--- config.mk ---
export PLATFORM = sky130hd
export DESIGN_NAME = reader_timer_reload_counter
export DESIGN_NICKNAME = d
export VERILOG_FILES = /design/src/rtl/reader_timer_pkg.sv /design/src/rtl/reader_timer_reload_counter.sv
export SDC_FILE = /design/constraint.sdc
export NUM_CORES = 1
export LEC_CHECK = 0
export ABC_AREA = 1
export BUFFER_PORTS_ARGS = -buffer_cell sky130_fd_sc_hd__buf_2
export CORE_MARGIN = 2
export CORE_UTILIZATION = 40
export DETAILED_ROUTE_END_ITERATION = 12
export HOLD_SLACK_MARGIN = 0.08
export PLACE_DENSITY_LB_ADDON = 0.3
export RECOVER_POWER = 25
export SKIP_CTS_REPAIR_TIMING = 1
export SLEW_MARGIN = 20
export SYNTH_ARGS = -nofsm -noshare
export SYNTH_HDL_FRONTEND = slang
export SYNTH_SLANG_ARGS = --single-unit
--- constraint.sdc ---
create_clock -name aclk -period 2.3 [get_ports aclk]
set_input_delay 0.115 -clock aclk [delete_from_list [all_inputs] [get_ports aclk]]
set_output_delay 0.115 -clock aclk [all_outputs]
set_load 0.03 [all_outputs]
--- src/rtl/reader_timer_pkg.sv ---
// Package of the reader down-counting timer: register indices, field layouts,
// reset values, tick-source and auto-start encodings, bus response codes.
// Assumes a 32-bit AXI4-Lite register bus; byte address is four times the index.
package reader_timer_pkg;

   // Register indices; byte address = 4 * index
   localparam logic [7:0] IDX_FIRST_COUNT_UPPER  = 8'h12;
   localparam logic [7:0] IDX_FIRST_COUNT_LOWER  = 8'h13;
   localparam logic [7:0] IDX_SECOND_CONTROL     = 8'h14;
   localparam logic [7:0] IDX_SECOND_RELOAD_UPPER = 8'h15;
   localparam logic [7:0] IDX_SECOND_RELOAD_LOWER = 8'h16;
   localparam logic [7:0] IDX_SECOND_COUNT_UPPER = 8'h17;
   localparam logic [7:0] IDX_RUN_CONTROL        = 8'h20;
   localparam logic [7:0] IDX_IRQ_STATUS         = 8'h21;
   localparam logic [7:0] IDX_IRQ_MASK           = 8'h22;

   // Reset values
   localparam logic [7:0] CONTROL_RESET = 8'h00;
   localparam logic [7:0] RELOAD_RESET  = 8'h00;
   localparam logic [1:0] IRQ_RESET     = 2'h0;

   // Control register: bits 6 and 2 are reserved and read as zero
   localparam logic [7:0] CONTROL_WRITE_MASK = 8'hBB;

   // Run control register bit positions
   localparam int unsigned RUN_ACTIVE_BIT   = 5;
   localparam int unsigned RUN_WRITE_EN_BIT = 1;

   // Counting clock rates and the derived divide ratio
   localparam int unsigned CARRIER_HZ    = 13_560_000;
   localparam int unsigned SLOW_TICK_HZ  = 211_875;
   localparam int unsigned SLOW_TICK_DIV = CARRIER_HZ / SLOW_TICK_HZ;
   localparam int unsigned SLOW_DIV_W    = $clog2(SLOW_TICK_DIV);

   // AXI response codes
   localparam logic [1:0] RESP_OKAY   = 2'b00;
   localparam logic [1:0] RESP_SLVERR = 2'b10;

   typedef enum logic [1:0] {
      START_NONE           = 2'b00,
      START_TX_END         = 2'b01,
      START_TRIM_PLAIN     = 2'b10,
      START_TRIM_UNDERFLOW = 2'b11
   } auto_start_t;

   typedef enum logic [1:0] {
      SRC_CARRIER         = 2'b00,
      SRC_SLOW            = 2'b01,
      SRC_FIRST_UNDERFLOW = 2'b10,
      SRC_THIRD_UNDERFLOW = 2'b11
   } tick_source_t;

   typedef struct packed {
      logic         halt_on_first_rx_bits;
      logic         rsv6;
      auto_start_t  auto_start_select;
      logic         reload_on_zero;
      logic         rsv2;
      tick_source_t tick_source_select;
   } timer_control_t;

   typedef struct packed {
      logic rx_halt;
      logic underflow;
   } irq_bits_t;

   typedef struct packed {
      logic tx_end;
      logic rx_first_bits;
   } radio_events_t;

   typedef struct packed {
      logic first_underflow;
      logic third_underflow;
   } cascade_t;

endpackage : reader_timer_pkg

--- src/rtl/reader_timer_reload_counter.sv ---
// Second reader timer with reload, auto-start, trimming and cascading, plus
// readback of the first timer's count, behind an AXI4-Lite slave.
// Assumes all inputs synchronous to aclk; carrier_tick is one pulse per
// 13.56 MHz period, sibling underflows are one-cycle pulses.
// Behaviour
// RULE1: First timer count readable as two bytes
// RULE2: Software avoids counter reads during reception
// RULE3: Halt bit stops timer after four received bits
// RULE4: Halt bit ignored in trimming modes
// RULE5: Auto-start 00 none, 01 at transmit end
// RULE6: Auto-start 1x trims on slow oscillator edges
// RULE7: Reload-on-zero reloads and keeps counting; in plain trimming mode (10) the code stops at zero instead
// RULE8: Without reload, stop at zero
// RULE9: Every underflow sets the interrupt flag; the code sets no flag when the count hits zero in plain trimming mode (10)
// RULE10: Source 00 carrier, 01 divided slow tick
// RULE11: Source 10/11 cascades sibling timer underflows
// RULE12: Start event copies reload into counter
// RULE13: Reload writes wait for next start
// RULE14: Second timer upper count byte readable
// RULE15: Running bit writable only with write enable
// RULE16: Decrement per tick; underflow leaves zero
//
// Register access over AXI4-Lite was left to the implementer.
`timescale 1ns/100ps
module reader_timer_reload_counter
   import reader_timer_pkg::*;
#(
   parameter int unsigned ADDR_W  = 12,
   parameter int unsigned COUNT_W = 16
) (
   // Clock and reset
   input  wire logic              aclk,
   input  wire logic              aresetn,
   // AXI4-Lite write address and data
   input  wire logic [ADDR_W-1:0] awaddr,
   input  wire logic              awvalid,
   output logic                   awready,
   input  wire logic [31:0]       wdata,
   input  wire logic [3:0]        wstrb,
   input  wire logic              wvalid,
   output logic                   wready,
   // AXI4-Lite write response
   output logic [1:0]             bresp,
   output logic                   bvalid,
   input  wire logic              bready,
   // AXI4-Lite read
   input  wire logic [ADDR_W-1:0] araddr,
   input  wire logic              arvalid,
   output logic                   arready,
   output logic [31:0]            rdata,
   output logic [1:0]             rresp,
   output logic                   rvalid,
   input  wire logic              rready,
   // Radio and clock events
   input  wire radio_events_t     radio_events,
   input  wire logic              carrier_tick,
   input  wire logic              slow_oscillator,
   // Sibling timers
   input  wire logic [15:0]       first_timer_count,
   input  wire cascade_t          cascade,
   // Timer state and interrupt
   output logic                   second_timer_active,
   output logic                   second_timer_underflow,
   output logic                   irq
);

   function automatic logic [7:0] reg_index(input logic [ADDR_W-1:0] addr);
      reg_index = addr[9:2];
   endfunction : reg_index

   function automatic logic is_mapped(input logic [ADDR_W-1:0] addr);
      logic [7:0] idx;
      idx = addr[9:2];
      is_mapped = (addr[ADDR_W-1:10] == '0) &&
                  ((idx >= IDX_FIRST_COUNT_UPPER && idx <= IDX_SECOND_COUNT_UPPER) ||
                   (idx >= IDX_RUN_CONTROL && idx <= IDX_IRQ_MASK));
   endfunction : is_mapped

   timer_control_t     second_timer_control;
   logic [7:0]         second_timer_reload_upper;
   logic [7:0]         second_timer_reload_lower;
   logic [COUNT_W-1:0] count;
   irq_bits_t          irq_status;
   irq_bits_t          irq_mask;

   logic              aw_held;
   logic              w_held;
   logic [ADDR_W-1:0] aw_addr_q;
   logic [31:0]       w_data_q;
   logic              w_lane0_q;
   logic              wr_fire;
   logic              wr_lane;
   logic [7:0]        wr_idx;

   // Write channel: address and data are caught independently in any order
   assign wr_fire = aw_held && w_held && !bvalid;
   assign wr_idx  = reg_index(aw_addr_q);
   assign wr_lane = wr_fire && w_lane0_q && is_mapped(aw_addr_q);

   always_ff @(posedge aclk) begin
      if (!aresetn) begin
         aw_held   <= 1'b0;
         awready   <= 1'b1;
         aw_addr_q <= '0;
      end else if (awvalid && awready) begin
         aw_held   <= 1'b1;
         awready   <= 1'b0;
         aw_addr_q <= awaddr;
      end else if (wr_fire) begin
         aw_held <= 1'b0;
         awready <= 1'b1;
      end
   end

   always_ff @(posedge aclk) begin
      if (!aresetn) begin
         w_held    <= 1'b0;
         wready    <= 1'b1;
         w_data_q  <= 32'h0000_0000;
         w_lane0_q <= 1'b0;
      end else if (wvalid && wready) begin
         w_held    <= 1'b1;
         wready    <= 1'b0;
         w_data_q  <= wdata;
         w_lane0_q <= wstrb[0];
      end else if (wr_fire) begin
         w_held <= 1'b0;
         wready <= 1'b1;
      end
   end

   always_ff @(posedge aclk) begin
      if (!aresetn) begin
         bvalid <= 1'b0;
         bresp  <= RESP_OKAY;
      end else if (wr_fire) begin
         bvalid <= 1'b1;
         bresp  <= is_mapped(aw_addr_q) ? RESP_OKAY : RESP_SLVERR;
      end else if (bready) begin
         bvalid <= 1'b0;
      end
   end

   // Configuration registers
   always_ff @(posedge aclk) begin
      if (!aresetn) begin
         second_timer_control      <= timer_control_t'(CONTROL_RESET);
         second_timer_reload_upper <= RELOAD_RESET;
         second_timer_reload_lower <= RELOAD_RESET;
         irq_mask                  <= irq_bits_t'(IRQ_RESET);
      end else if (wr_lane) begin
         unique case (wr_idx)
            IDX_SECOND_CONTROL:
               second_timer_control <= timer_control_t'(w_data_q[7:0] & CONTROL_WRITE_MASK);
            IDX_SECOND_RELOAD_UPPER: second_timer_reload_upper <= w_data_q[7:0]; // [RULE13]
            IDX_SECOND_RELOAD_LOWER: second_timer_reload_lower <= w_data_q[7:0]; // [RULE13]
            IDX_IRQ_MASK:            irq_mask <= irq_bits_t'(w_data_q[1:0]);
            default: ;
         endcase
      end
   end

   // Tick sources
   logic [SLOW_DIV_W-1:0] slow_div;
   logic                  slow_tick;
   logic                  tick;
   logic                  osc_prev;
   logic                  osc_rise;

   assign slow_tick = carrier_tick && (slow_div == SLOW_DIV_W'(SLOW_TICK_DIV - 1));

   always_ff @(posedge aclk) begin
      if (!aresetn) begin
         slow_div <= '0;
      end else if (carrier_tick) begin
         slow_div <= slow_tick ? '0 : slow_div + 1'b1; // [RULE10]
      end
   end

   always_comb begin
      unique case (second_timer_control.tick_source_select)
         SRC_CARRIER:         tick = carrier_tick;              // [RULE10]
         SRC_SLOW:            tick = slow_tick;                 // [RULE10]
         SRC_FIRST_UNDERFLOW: tick = cascade.first_underflow;   // [RULE11]
         SRC_THIRD_UNDERFLOW: tick = cascade.third_underflow;   // [RULE11]
      endcase
   end

   always_ff @(posedge aclk) begin
      if (!aresetn) begin
         osc_prev <= 1'b0;
      end else begin
         osc_prev <= slow_oscillator;
      end
   end
   assign osc_rise = slow_oscillator && !osc_prev;

   // Counter events, in priority order
   auto_start_t mode;
   logic        trim;
   logic        sw_run_write;
   logic        sw_run_value;
   logic        tx_start;
   logic        trim_start;
   logic        trim_stop;
   logic        rx_stop;
   logic        zero_tick;
   logic        underflow_ev;
   logic [COUNT_W-1:0] reload_value;

   assign mode         = second_timer_control.auto_start_select;
   assign trim         = mode[1];
   assign reload_value = COUNT_W'({second_timer_reload_upper, second_timer_reload_lower});
   assign sw_run_write = wr_lane && wr_idx == IDX_RUN_CONTROL &&
                         w_data_q[RUN_WRITE_EN_BIT];                             // [RULE15]
   assign sw_run_value = w_data_q[RUN_ACTIVE_BIT];
   assign tx_start     = mode == START_TX_END && radio_events.tx_end;           // [RULE5]
   assign trim_start   = trim && osc_rise && !second_timer_active;              // [RULE6]
   assign trim_stop    = trim && osc_rise && second_timer_active;               // [RULE6]
   assign rx_stop      = second_timer_active && !trim &&
                         second_timer_control.halt_on_first_rx_bits &&
                         radio_events.rx_first_bits;                            // [RULE3] [RULE4]
   assign zero_tick    = second_timer_active && tick && count == '0;            // [RULE16]
   // Plain trimming mode stops at zero without reporting an underflow
   assign underflow_ev = zero_tick && mode != START_TRIM_PLAIN;                 // [RULE6]

   // Software control wins over hardware events in the same cycle
   always_ff @(posedge aclk) begin
      if (!aresetn) begin
         second_timer_active <= 1'b0;
         count               <= '0;
      end else if (sw_run_write) begin
         second_timer_active <= sw_run_value;                                   // [RULE15]
         if (sw_run_value) begin
            count <= reload_value;                                              // [RULE12]
         end
      end else if (tx_start || trim_start) begin
         second_timer_active <= 1'b1;
         count               <= reload_value;                                   // [RULE12]
      end else if (rx_stop || trim_stop) begin
         second_timer_active <= 1'b0;
      end else if (zero_tick) begin
         if (second_timer_control.reload_on_zero && mode != START_TRIM_PLAIN) begin
            count <= reload_value;                                              // [RULE7]
         end else begin
            second_timer_active <= 1'b0;                                        // [RULE8]
         end
      end else if (second_timer_active && tick) begin
         count <= count - 1'b1;                                                 // [RULE16]
      end
   end

   logic quiet;
   assign quiet = !sw_run_write && !tx_start && !trim_start && !rx_stop && !trim_stop;

   // Sticky interrupt flags: a new event wins over a write-one-to-clear
   logic [1:0] status_clear;
   assign status_clear = (wr_lane && wr_idx == IDX_IRQ_STATUS) ? w_data_q[1:0] : 2'b00;

   always_ff @(posedge aclk) begin
      if (!aresetn) begin
         irq_status <= irq_bits_t'(IRQ_RESET);
      end else begin
         irq_status.underflow <= (irq_status.underflow && !status_clear[0]) ||
                                 underflow_ev;                                  // [RULE9]
         irq_status.rx_halt   <= (irq_status.rx_halt && !status_clear[1]) || rx_stop;
      end
   end

   always_ff @(posedge aclk) begin
      if (!aresetn) begin
         second_timer_underflow <= 1'b0;
         irq                    <= 1'b0;
      end else begin
         second_timer_underflow <= underflow_ev;
         irq                    <= |(irq_status & irq_mask);
      end
   end

   // Read channel: one word answered per address, rvalid one cycle after
   logic [31:0] next_rdata;
   logic [7:0]  rd_idx;
   assign rd_idx = reg_index(araddr);

   always_comb begin
      next_rdata = 32'h0000_0000;
      unique case (rd_idx)
         IDX_FIRST_COUNT_UPPER:   next_rdata[7:0] = first_timer_count[15:8];   // [RULE1]
         IDX_FIRST_COUNT_LOWER:   next_rdata[7:0] = first_timer_count[7:0];    // [RULE1]
         IDX_SECOND_CONTROL:      next_rdata[7:0] = second_timer_control;
         IDX_SECOND_RELOAD_UPPER: next_rdata[7:0] = second_timer_reload_upper;
         IDX_SECOND_RELOAD_LOWER: next_rdata[7:0] = second_timer_reload_lower;
         IDX_SECOND_COUNT_UPPER:  next_rdata[7:0] = count[COUNT_W-1 -: 8];     // [RULE14]
         IDX_RUN_CONTROL:         next_rdata[RUN_ACTIVE_BIT] = second_timer_active;
         IDX_IRQ_STATUS:          next_rdata[1:0] = irq_status;
         IDX_IRQ_MASK:            next_rdata[1:0] = irq_mask;
         default: ;
      endcase
      if (!is_mapped(araddr)) begin
         next_rdata = 32'h0000_0000;
      end
   end

   // Reads during reception return a live count; software is expected to avoid them [RULE2]
   always_ff @(posedge aclk) begin
      if (!aresetn) begin
         arready <= 1'b1;
         rvalid  <= 1'b0;
         rdata   <= 32'h0000_0000;
         rresp   <= RESP_OKAY;
      end else if (arvalid && arready) begin
         arready <= 1'b0;
         rvalid  <= 1'b1;
         rdata   <= next_rdata;
         rresp   <= is_mapped(araddr) ? RESP_OKAY : RESP_SLVERR;
      end else if (rvalid && rready) begin
         rvalid  <= 1'b0;
         arready <= 1'b1;
      end
   end
endmodule : reader_timer_reload_counter

Word-level counts from Yosys, hierarchy flattened
Cells that the tools add are included.
{ "op_classes": {"n_addsub": 2, "order_cmp": 8, "eq_ne": 25, "n_mux": 34, "bitwise": 1, "n_reduce_logical": 61} }
{ "op_table": {"columns": ["cell", "count"], "rows": [
  ["2-to-1 mux 16 bit", 7],
  ["== test 8 x 5 -> 1 bit, second input constant", 9],
  ["== test 8 x 6 -> 1 bit, second input constant", 6],
  ["logical AND 1 bit", 32],
  ["one-hot mux 3 bit (6 select lines)", 1],
  ["2-to-1 mux 1 bit", 17],
  [">= comparator 8 x 5 -> 1 bit, second input constant", 2],
  [">= comparator 8 x 6 -> 1 bit, second input constant", 2],
  ["less-or-equal comparator 8 x 5 -> 1 bit, second input constant", 2],
  ["less-or-equal comparator 8 x 6 -> 1 bit, second input constant", 2],
  ["zero test 16 bit", 1],
  ["one-hot mux 2 bit (8 select lines)", 1],
  ["subtractor 16 x 1 -> 16 bit, second input constant", 1],
  ["one-hot mux 2 bit (6 select lines)", 1],
  ["AND reduction 2 bit", 5],
  ["2-to-1 mux 8 bit", 1],
  ["nonzero test 2 bit", 4],
  ["nonzero test 4 bit", 2],
  ["one-hot mux 1 bit (7 select lines)", 1],
  ["adder 6 x 1 -> 6 bit, second input constant", 1],
  ["== test 6 bit, second input constant", 1],
  ["zero test 1 bit", 6],
  ["zero test 2 bit", 3],
  ["logical OR 1 bit", 6],
  ["other kinds (12)", 17]
]} }
{ "word_totals": {"regBits": 116, "input_bits": 89, "output_inout_bits": 44, "word_cells": 160} }

Logic depth before layout (Yosys ltp)
Gate-level depths: netlist of run 1.
{ "depth": {"ltp_word": 10, "depth_mapped": 14, "depth_no_buf": 14} }

Worst setup path before layout of run 1
Ideal clock, no wire load.
{ "synth_path": {"path_kind": "flip-flop to flip-flop", "from": "register count[0]", "to": "register count[9]", "arrival_time_ns": 1.744, "slack_ns": 0.443, "path_stages_with_launch": 13, "path_buffers": 1, "synth_period_minus_slack_ns": 1.857, "path_cell_list": "dfxtp_1 inv_1 ha_1 nand3_1 nor2_2 nand3_1 nor2_1 nand3_1 nand3_2 buf_4 nand3_1 nand2_1 nor2_1"} }
{ "synth_via": {"elab_chain_cells": 6, "elab_cells_between_ends": 11, "cone_classes": "add/sub (1); eq/ne (1); mux (5); reduce/logical (4)"} }
{ "synth_rtl": {"columns": ["element", "line", "rtl"], "rows": [
  ["start, declared", "reader_timer_reload_counter.sv:82", "logic [COUNT_W-1:0] count;"],
  ["start signal, assigned", "reader_timer_reload_counter.sv:235", "count <= reload_value;"],
  ["start signal, assigned", "reader_timer_reload_counter.sv:239", "count <= reload_value;"],
  ["start signal, assigned", "reader_timer_reload_counter.sv:244", "count <= reload_value;"],
  ["subtractor 16 x 1 -> 16 bit / zero test 16 bit (equally long branches)", "reader_timer_reload_counter.sv:249, reader_timer_reload_counter.sv:223", null],
  ["2-to-1 mux 16 bit / logical AND 1 bit (equally long branches)", "reader_timer_reload_counter.sv:248, reader_timer_reload_counter.sv:223", null],
  ["2-to-1 mux 16 bit", "reader_timer_reload_counter.sv:242", "end else if (zero_tick) begin"],
  ["2-to-1 mux 16 bit", "reader_timer_reload_counter.sv:240", "end else if (rx_stop || trim_stop) begin"],
  ["2-to-1 mux 16 bit", "reader_timer_reload_counter.sv:237", "end else if (tx_start || trim_start) begin"],
  ["2-to-1 mux 16 bit", "reader_timer_reload_counter.sv:232", "end else if (sw_run_write) begin"]
]} }
Parallel ways exist; a longest one is shown, timed or not. The select of a mux whose other input is x is not followed.
A chain may end at the register's enable or synchronous reset.

Worst setup path in the final report of run 1
{ "layout_path": {"from": "register count[0]", "to": "register count[5]"} }
The elaborated chain is that of the path after synthesis.

==> flow_summary.json, run 1 <==
{
  "status": "completed",
  "rr_worst_depth": 13,
  "crit_arrival_ns": 2.33,
  "synth_top_area_share_pct": 37.3,
  "m1WireLength_mm": 5.88,
  "wl_per_cell_um": 13.5,
  "die_w_um": 113,
  "ys_top_cells_by_area": "dfxtp_1 (37%), nand2_1 (11%), o21ai_0 (7.9%)",
  "cp-start-kind": "register",
  "clk_latency_ns": 0.34,
  "p_per_area_nw_per_um2": 620,
  "clkSlewWorstSetupHoldPaths_ns": 0.07,
  "max-cap-violations": 0,
  "tns_ns": 0,
  "start_util_pct": 41.2,
  "ioPinCount": 133,
  "layout_common_cells": "nand2_1 (140), nor2_1 (92), dfxtp_1 (88)",
  "syn_area_um2": 4730,
  "routed_wirelength_mm": 12.4,
  "multi_input_area_um2": 2460,
  "relSlewSlack_pct": 17.0,
  "crit_path_max_fanout": 16,
  "ys_async_sr_fraction_pct": 0,
  "dp_slack_ns": 0.187,
  "yosys_warnings": 0,
  "postRouteAntennaNets": 0,
  "vias": 4669,
  "synth_top_area_cell": "dfxtp_1",
  "yosysUniqueCellTypes": 41,
  "n_antenna_cell": 0,
  "slew_viol_final": 0,
  "core_um2": 11500,
  "ff_latch_area_um2": 1760,
  "max_freq_mhz": 490,
  "combPwrFrac_pct": 9.7,
  "grt_max_degree": 40,
  "rows": 39,
  "min_period_over_period_pct": 88.7,
  "numCtsBuffers": 9,
  "rrSetupSlack_ns": 0.26,
  "die_h_um": 113,
  "drcViolationCount": 0,
  "syn_inst": 697,
  "crit_required_ns": 2.58,
  "critPathLaunch": "count[0]",
  "drive_above_1_share_pct": 13.8,
  "hpwlAfterDp_mm": 9.13,
  "cts-root-buf": "clkbuf_16",
  "endpoint_kind": "register",
  "nFillCells": 1162,
  "setup_viol_count_final": 0,
  "tightest_slew_ns": 1.25,
  "layout_setup_ws_ns": 0.259,
  "ir_drop_v": 0.000476,
  "clock_tree.buffer_depth": 2,
  "grt_setup_unrepaired": "no",
  "htreeDepth": 3,
  "ys_ff_latch": 88,
  "hold_class": "input port to register",
  "firstDrtPassIters": 5,
  "timing_hold_violations_final": 0,
  "power.leakage_uw": 0.00257,
  "highest_layer": "met4",
  "cp-endpoint": "count[5]",
  "grt_util_all_layers_pct": 19.9,
  "power_frac_seq_pct": 46.7,
  "portBuffers": 75,
  "whs_path_depth": 3,
  "viasPerCell": 5.07,
  "cellInternalPower_uw": 2520,
  "period_needed_ns": 2.04,
  "fin_nets": 864,
  "antenna_found_initial": 0,
  "tritoncts": "yes",
  "synth_edf_count": 0,
  "synth.yosys.seq_area_share_pct": 37.3,
  "p_switching_uw": 903,
  "die_area_um2": 12700,
  "overflow": 0,
  "drtIter0Drc": 330,
  "r2r_start": "count[0]",
  "finClkSkew_ns": 0.00611,
  "wl_met2_mm": 5.61,
  "timing.rr.end": "count[5]",
  "clock_power_share_pct": 43.6,
  "clock_sinks": 88,
  "area_growth_pct": 16.6,
  "route.met3.wl_um": 693,
  "gp_congestion": 0.909,
  "synthFlopType": "dfxtp_1",
  "first_global_vias": 4340,
  "syn_avg_cell_area_um2": 6.78,
  "crit_type": "register to register",
  "grt_pass1_wl_mm": 20.5,
  "final_common_cell": "nand2_1",
  "p_sw_share_pct": 26.4
}
state kept, by name (all words and copies together), names as in the netlist, 2 cells and up:
register,cells
aw_addr_q,10
count,16
irq_mask,2
irq_status,2
mode,2
rdata,8
second_timer_control,4
second_timer_reload_lower,8
second_timer_reload_upper,8
slow_div,6
w_data_q,8
metal layers:
layer | global-route usage, % | vias up
met5 | 0 | -
met1 | 26.9 | 2153
li1 | - | 2365
met4 | 6.34 | 0
met2 | 32.1 | 132
met3 | 3.96 | 19
worst min path at each step:
stage | end | slack [ns] | from
2_1_floorplan | osc_prev | 0.21 | slow_oscillator
3_3_place_gp | osc_prev | 0.33 | slow_oscillator
3_5_place_dp | osc_prev | 0.33 | slow_oscillator
4_1_cts | osc_prev | -0.005 | slow_oscillator
5_1_grt | aw_addr_q[11] | 0.09 | awaddr[11]
6_report | aw_addr_q[10] | 0.04 | awaddr[10]
cell type report:
class	count	share of cell area, %
multi-input cells	507	44.6
clock buffers	9	4.08
flip-flops and latches	88	31.9
inverters	77	5.29
well taps	143	3.24
repair buffers	90	9.39
clock inverters	7	1.41
critical path, cell delays in order (launching register included):
cell,delay [ns]
dfxtp_1,0.31
inv_1,0.13
ha_1,0.25
nand3_2,0.15
nor2_2,0.14
nand3_1,0.13
nor2_2,0.15
nand3_1,0.15
nand3_2,0.13
buf_12,0.16
nand2_1,0.08
nand2_1,0.07
nand2_1,0.05
nor2_1,0.09
synth_stat cells, types with 3 or more instances:
cell,instances
nor3_1,6
nor2_1,93
nand3_1,42
inv_1,74
buf_2,5
xor2_1,6
nand2_1,140
o21ai_1,4
o21ai_0,75
a21oi_1,60
nand4_1,12
buf_4,30
clkbuf_1,14
a211oi_1,3
nand3_2,10
dfxtp_1,88
power by group through the flow:
stage	Combinational, uW	Sequential, uW	Clock, uW
after detailed placement	327	1630	0
final	332	1600	1490
after global routing	370	1600	1580
after global placement	319	1630	0
after CTS	328	1600	1510
after floorplan	238	1650	0
per-stage QoR:
stage	util [%]	hold WS, ns	area, um^2	total power [uW]	cells
detailed placement	45.1	0.335	5170	1960	899
CTS	47.7	-0.00475	5470	3440	915
global route	48.1	0.0865	5510	3550	921
global placement	45.1	0.327	5170	1950	899
finish	48.1	0.0394	5510	3420	921
floorplan	-	0.208	4820	1880	722
cells by family (layout without fill, tap and decap cells):
family          after synthesis  count (layout)  share of synthesized area [%]
simple gates                317             317                           30.6
compound gates              154             154                           17.2
buf+inv                     127             183                           12.8
flops                        88              88                           37.3
xor+xnor                      8               8                           1.48
fa+ha+maj                     2               2                          0.529
other cells                   1              26                         0.0793
Power figures use the tool's default switching activity.
==> run 2: changes to the inputs <==
BUFFER_PORTS_ARGS = default   (was -buffer_cell sky130_fd_sc_hd__buf_2)
CORE_MARGIN = 1   (was 2)
DONT_BUFFER_PORTS = 1   (was default)
==> flow_summary.json, run 2 (synthesis gave the netlist of run 1 again) <==
{
  "status": "completed",
  "final_common_cell": "nand2_1",
  "hpwlAfterDp_mm": 8.80,
  "crit_arrival_ns": 2.32,
  "multi_input_area_um2": 2450,
  "clock_power_share_pct": 43.6,
  "power.leakage_uw": 0.00241,
  "rows": 39,
  "cp_cell_sequence": "inv_1 > ha_1 > nand3_1 > nor2_2 > nand3_1 > nor2_1 > nand3_1 > nand3_2 > buf_12 > nand2_1 > nand2_1 > nand2_1 > nor2_1",
  "grt_max_degree": 73,
  "route.met3.wl_um": 803,
  "core_um2": 11500,
  "path_buf_inv": 2,
  "ir_drop_v": 0.000459,
  "clock_sinks": 88,
  "start_util_pct": 41.2,
  "wl_per_cell_um": 13.8,
  "finClkSkew_ns": 0.00787,
  "firstDrtPassIters": 5,
  "crit_required_ns": 2.58,
  "clk_latency_ns": 0.34,
  "cts-root-buf": "clkbuf_16",
  "grt_setup_unrepaired": "no",
  "m1WireLength_mm": 5.44,
  "cellInternalPower_uw": 2500,
  "endpoint_kind": "register",
  "portBuffers": 0,
  "tightest_slew_ns": 0.714,
  "top_register": "count",
  "r2r_start": "count[0]",
  "viasPerCell": 5.20,
  "setup_viol_count_final": 0,
  "crit_path_max_fanout": 16,
  "largest_register_ffs": 16,
  "hold_class": "input port to register",
  "n_antenna_cell": 0,
  "wl_met2_mm": 5.56,
  "postRouteAntennaNets": 0,
  "hp-start": "first_timer_count[13]",
  "max_stage_delay_ns": 0.31,
  "clkSlewWorstSetupHoldPaths_ns": 0.07,
  "ff_latch_area_um2": 1760,
  "routed_wirelength_mm": 12.0,
  "numCtsBuffers": 9,
  "die_w_um": 111,
  "first_global_vias": 4080,
  "highest_layer": "met4",
  "power_frac_seq_pct": 48.1,
  "nFillCells": 1167,
  "crit_family": "simple AND/OR/NAND/NOR gates",
  "drcViolationCount": 0,
  "crit_path_top_delay_cell": "dfxtp_1",
  "max_freq_mhz": 490,
  "critPathLaunch": "count[0]",
  "drive_above_1_share_pct": 6.75,
  "tns_ns": 0,
  "power_uw": 3370,
  "min_period_over_period_pct": 88.8,
  "vias": 4518,
  "ioPinCount": 133,
  "drtIter0Drc": 278,
  "gp_congestion": 0.906,
  "period_needed_ns": 2.04,
  "crit_type": "register to register",
  "die_area_um2": 12300,
  "htreeDepth": 3,
  "layout_common_cells": "nand2_1 (140), nor2_1 (93), dfxtp_1 (88)",
  "slew_viol_final": 0,
  "combPwrFrac_pct": 8.3,
  "fin_nets": 812,
  "antenna_found_initial": 0,
  "grt_util_all_layers_pct": 19.8,
  "relSlewSlack_pct": 52.4,
  "clock_tree.buffer_depth": 2,
  "timing_hold_violations_final": 0,
  "area_growth_pct": 13.7,
  "p_per_area_nw_per_um2": 626,
  "p_switching_uw": 865,
  "reg_top3": "count x16, aw_addr_q x10",
  "overflow": 0,
  "cp-start-kind": "register",
  "tritoncts": "yes",
  "die_h_um": 111,
  "p_sw_share_pct": 25.7,
  "grt_pass1_wl_mm": 19.7,
  "max-cap-violations": 0
}
==> run 2: cell type report <==
class                           instances  share of cell area (%)
Tap cell                              143                    3.33
Clock buffer                           10                    4.26
Multi-Input combinational cell        507                    45.7
Timing Repair Buffer                   38                    7.29
Clock inverter                          6                    1.23
Sequential cell                        88                    32.8
Inverter                               77                    5.43
==> run 2: metrics by stage <==
| stage | util, % | cells | area, um^2 | hold slack [ns] | worst slack (ns) |
|---|---|---|---|---|---|
| after global placement | 42.0 | 828 | 4820 | 0.196 | 0.351 |
| after detailed placement | 42.0 | 828 | 4820 | 0.199 | 0.323 |
| after CTS | 44.6 | 844 | 5120 | -0.159 | 0.292 |
| after floorplan | - | 722 | 4820 | 0.208 | 0.443 |
| final | 46.9 | 869 | 5370 | 0.0605 | 0.258 |
| after global routing | 46.9 | 869 | 5370 | 0.0912 | 0.0594 |
==> run 2: worst paths after layout <==
kind	slack [ns]	endpoint	depth (start not counted)
min	0.06	rdata[5]	4
min reg2reg	0.46	w_lane0_q	2
max reg2reg	0.26	count[5]	13
max	0.26	count[5]	13
==> run 2: tightest hold or removal path, cell delays in order <==
cell,delay (ns)
a21oi_1,0.04
nand2_1,0.05
nand2_1,0.05
a21oi_1,0.11
==> run 2: power by group through the flow <==
stage                     Clock [uW]  Sequential [uW]  Combinational (uW)
final                           1470             1620                 280
after global placement             0             1650                 222
after global routing            1560             1620                 313
after detailed placement           0             1650                 226
after floorplan                    0             1650                 238
after CTS                       1500             1620                 226
==> run 2: routing by layer <==
metal	GRT usage (%)	up-vias
li1	-	2265
met5	0	-
met2	32.2	148
met3	6.72	23
met1	24.6	2082
met4	6.22	0
==> run 3: changes to the inputs <==
--- a/config.mk
+++ b/config.mk
@@ -9,4 +9,5 @@
 export CORE_MARGIN = 1
 export CORE_UTILIZATION = 40
+export CTS_BUF_LIST = sky130_fd_sc_hd__clkbuf_16
 export DETAILED_ROUTE_END_ITERATION = 12
 export DONT_BUFFER_PORTS = 1
==> constraint.sdc (replaced) <==
create_clock -name aclk -period 2.3 [get_ports aclk]
set_input_delay 0 -clock aclk [delete_from_list [all_inputs] [get_ports aclk]]
set_output_delay 0 -clock aclk [all_outputs]
set_load 0.03 [all_outputs]
==> flow_summary.json, run 3 (synthesis gave the netlist of run 1 again) <==
{
  "clock_tree.buffer_depth": 2,
  "p_per_area_nw_per_um2": 623,
  "clkSlewWorstSetupHoldPaths_ns": 0.07,
  "drive_above_1_share_pct": 6.75,
  "r2r_start": "aw_addr_q[3]",
  "largest_register_ffs": 16,
  "core_um2": 11500,
  "cts-root-buf": "clkbuf_16",
  "reg_top3": "count x16, aw_addr_q x10",
  "gp_congestion": 0.896,
  "path_buf_inv": 3,
  "finClkSkew_ns": 0.00593,
  "hpwlAfterDp_mm": 8.74,
  "status": "completed",
  "area_growth_pct": 20.9,
  "period_needed_ns": 2.17,
  "cp-endpoint": "second_timer_reload_upper[6]",
  "rrSetupSlack_ns": 0.13,
  "timing_hold_violations_final": 0,
  "relSlewSlack_pct": 51.6,
  "crit_type": "register to register",
  "max_stage_delay_ns": 0.58,
  "wl_per_cell_um": 14.3,
  "ioPinCount": 133,
  "crit_arrival_ns": 2.45,
  "fin_nets": 842,
  "dpl_cell_area_um2": 4810,
  "routed_wirelength_mm": 12.8,
  "firstDrtPassIters": 5,
  "clock_sinks": 88,
  "path_depth": 10,
  "instances_no_fill": 899,
  "design_area_um2": 5710,
  "viasPerCell": 5.16,
  "crit_path_max_fanout": 16,
  "start_util_pct": 41.2,
  "power_uw": 3560,
  "clk_latency_ns": 0.34,
  "ir_drop_v": 0.000522,
  "ff_latch_area_um2": 1760,
  "portBuffers": 0,
  "cp_cell_sequence": "inv_2 > nand2_1 > nand2_1 > nand2_2 > nand3_4 > nor4_4 > buf_4 > o21ai_0 > dlygate4sd3_1 > a21oi_1",
  "timing.rr.end": "second_timer_reload_upper[6]",
  "power.leakage_uw": 0.00253,
  "overflow": 0,
  "rr_worst_depth": 10,
  "min_period_over_period_pct": 94.3,
  "tightest_slew_ns": 0.726,
  "die_h_um": 111,
  "die_area_um2": 12300,
  "grt_max_degree": 73,
  "crit_required_ns": 2.58,
  "postRouteAntennaNets": 0,
  "max_freq_mhz": 461,
  "crit_path_frequent_cell": "nand2_1",
  "numCtsBuffers": 9,
  "multi_input_area_um2": 2460,
  "crit_path_top_delay_cell": "dlygate4sd3_1",
  "dp.cells": 827,
  "hold_class": "input port to register",
  "fin_hold_ws_ns": 0.0493,
  "final_common_cell": "nand2_1",
  "max-cap-violations": 0,
  "top_register": "count",
  "hp-start": "first_timer_count[14]",
  "setup_viol_count_final": 0,
  "slew_viol_final": 0,
  "rows": 39,
  "crit_family": "buffers and inverters",
  "n_antenna_cell": 0,
  "cp-start-kind": "register",
  "critPathLaunch": "aw_addr_q[3]",
  "grt_pass1_wl_mm": 19.9,
  "endpoint_kind": "register",
  "vias": 4639,
  "htreeDepth": 3,
  "nFillCells": 1133,
  "fin_util_pct": 49.8,
  "first_global_vias": 3999,
  "drcViolationCount": 0,
  "drtIter0Drc": 302,
  "die_w_um": 111,
  "layout_common_cells": "nand2_1 (140), nor2_1 (93), dfxtp_1 (88)",
  "grt_util_all_layers_pct": 20.1,
  "tritoncts": "yes",
  "antenna_found_initial": 0
}
run 3: worst min path at each step:
stage / end / depth (start not counted)
2_1_floorplan: osc_prev / 2
3_3_place_gp: wready / 1
3_5_place_dp: arready / 1
4_1_cts: awready / 1
5_1_grt: rdata[6] / 3
6_report: rdata[6] / 3
run 3: worst reg2reg max path, delay by kind of cell (launching register included):
family,cells,cell delay [ns]
buffers and inverters,3,0.92
and+or+nand+nor,5,0.52
DFF,1,0.45
AOI/OAI and AO/OA,2,0.21
run 3: metrics by stage:
step	TNS, ns	setup slack (ns)
4_1_cts	0	0.253
6_report	0	0.131
2_1_floorplan	0	0.443
3_5_place_dp	0	0.264
5_1_grt	-0.0163	-0.00829
3_3_place_gp	0	0.350
run 3: metal layers:
metal  part of all wire (%)  wire length [um]  track usage, %
met5                      0                 0               0
met4                    1.6               202            5.42
met3                    5.7               730            6.18
met2                     47              5980            31.8
met1                     46              5910            26.5
run 3: area by class of cell:
cell class,count,area share (%)
tap,143,3.13
timing repair buffer,68,12.2
inverter,77,5.10
multi-input combinational,507,43.0
clock buffer,9,3.94
clock inverter,7,1.77
sequential,88,30.8
run 3: where the power goes:
part	switching (uW)	internal, uW	total [uW]
clock	656	966	1620
combinational	204	113	317
sequential	49.6	1570	1620
total	909	2650	3560
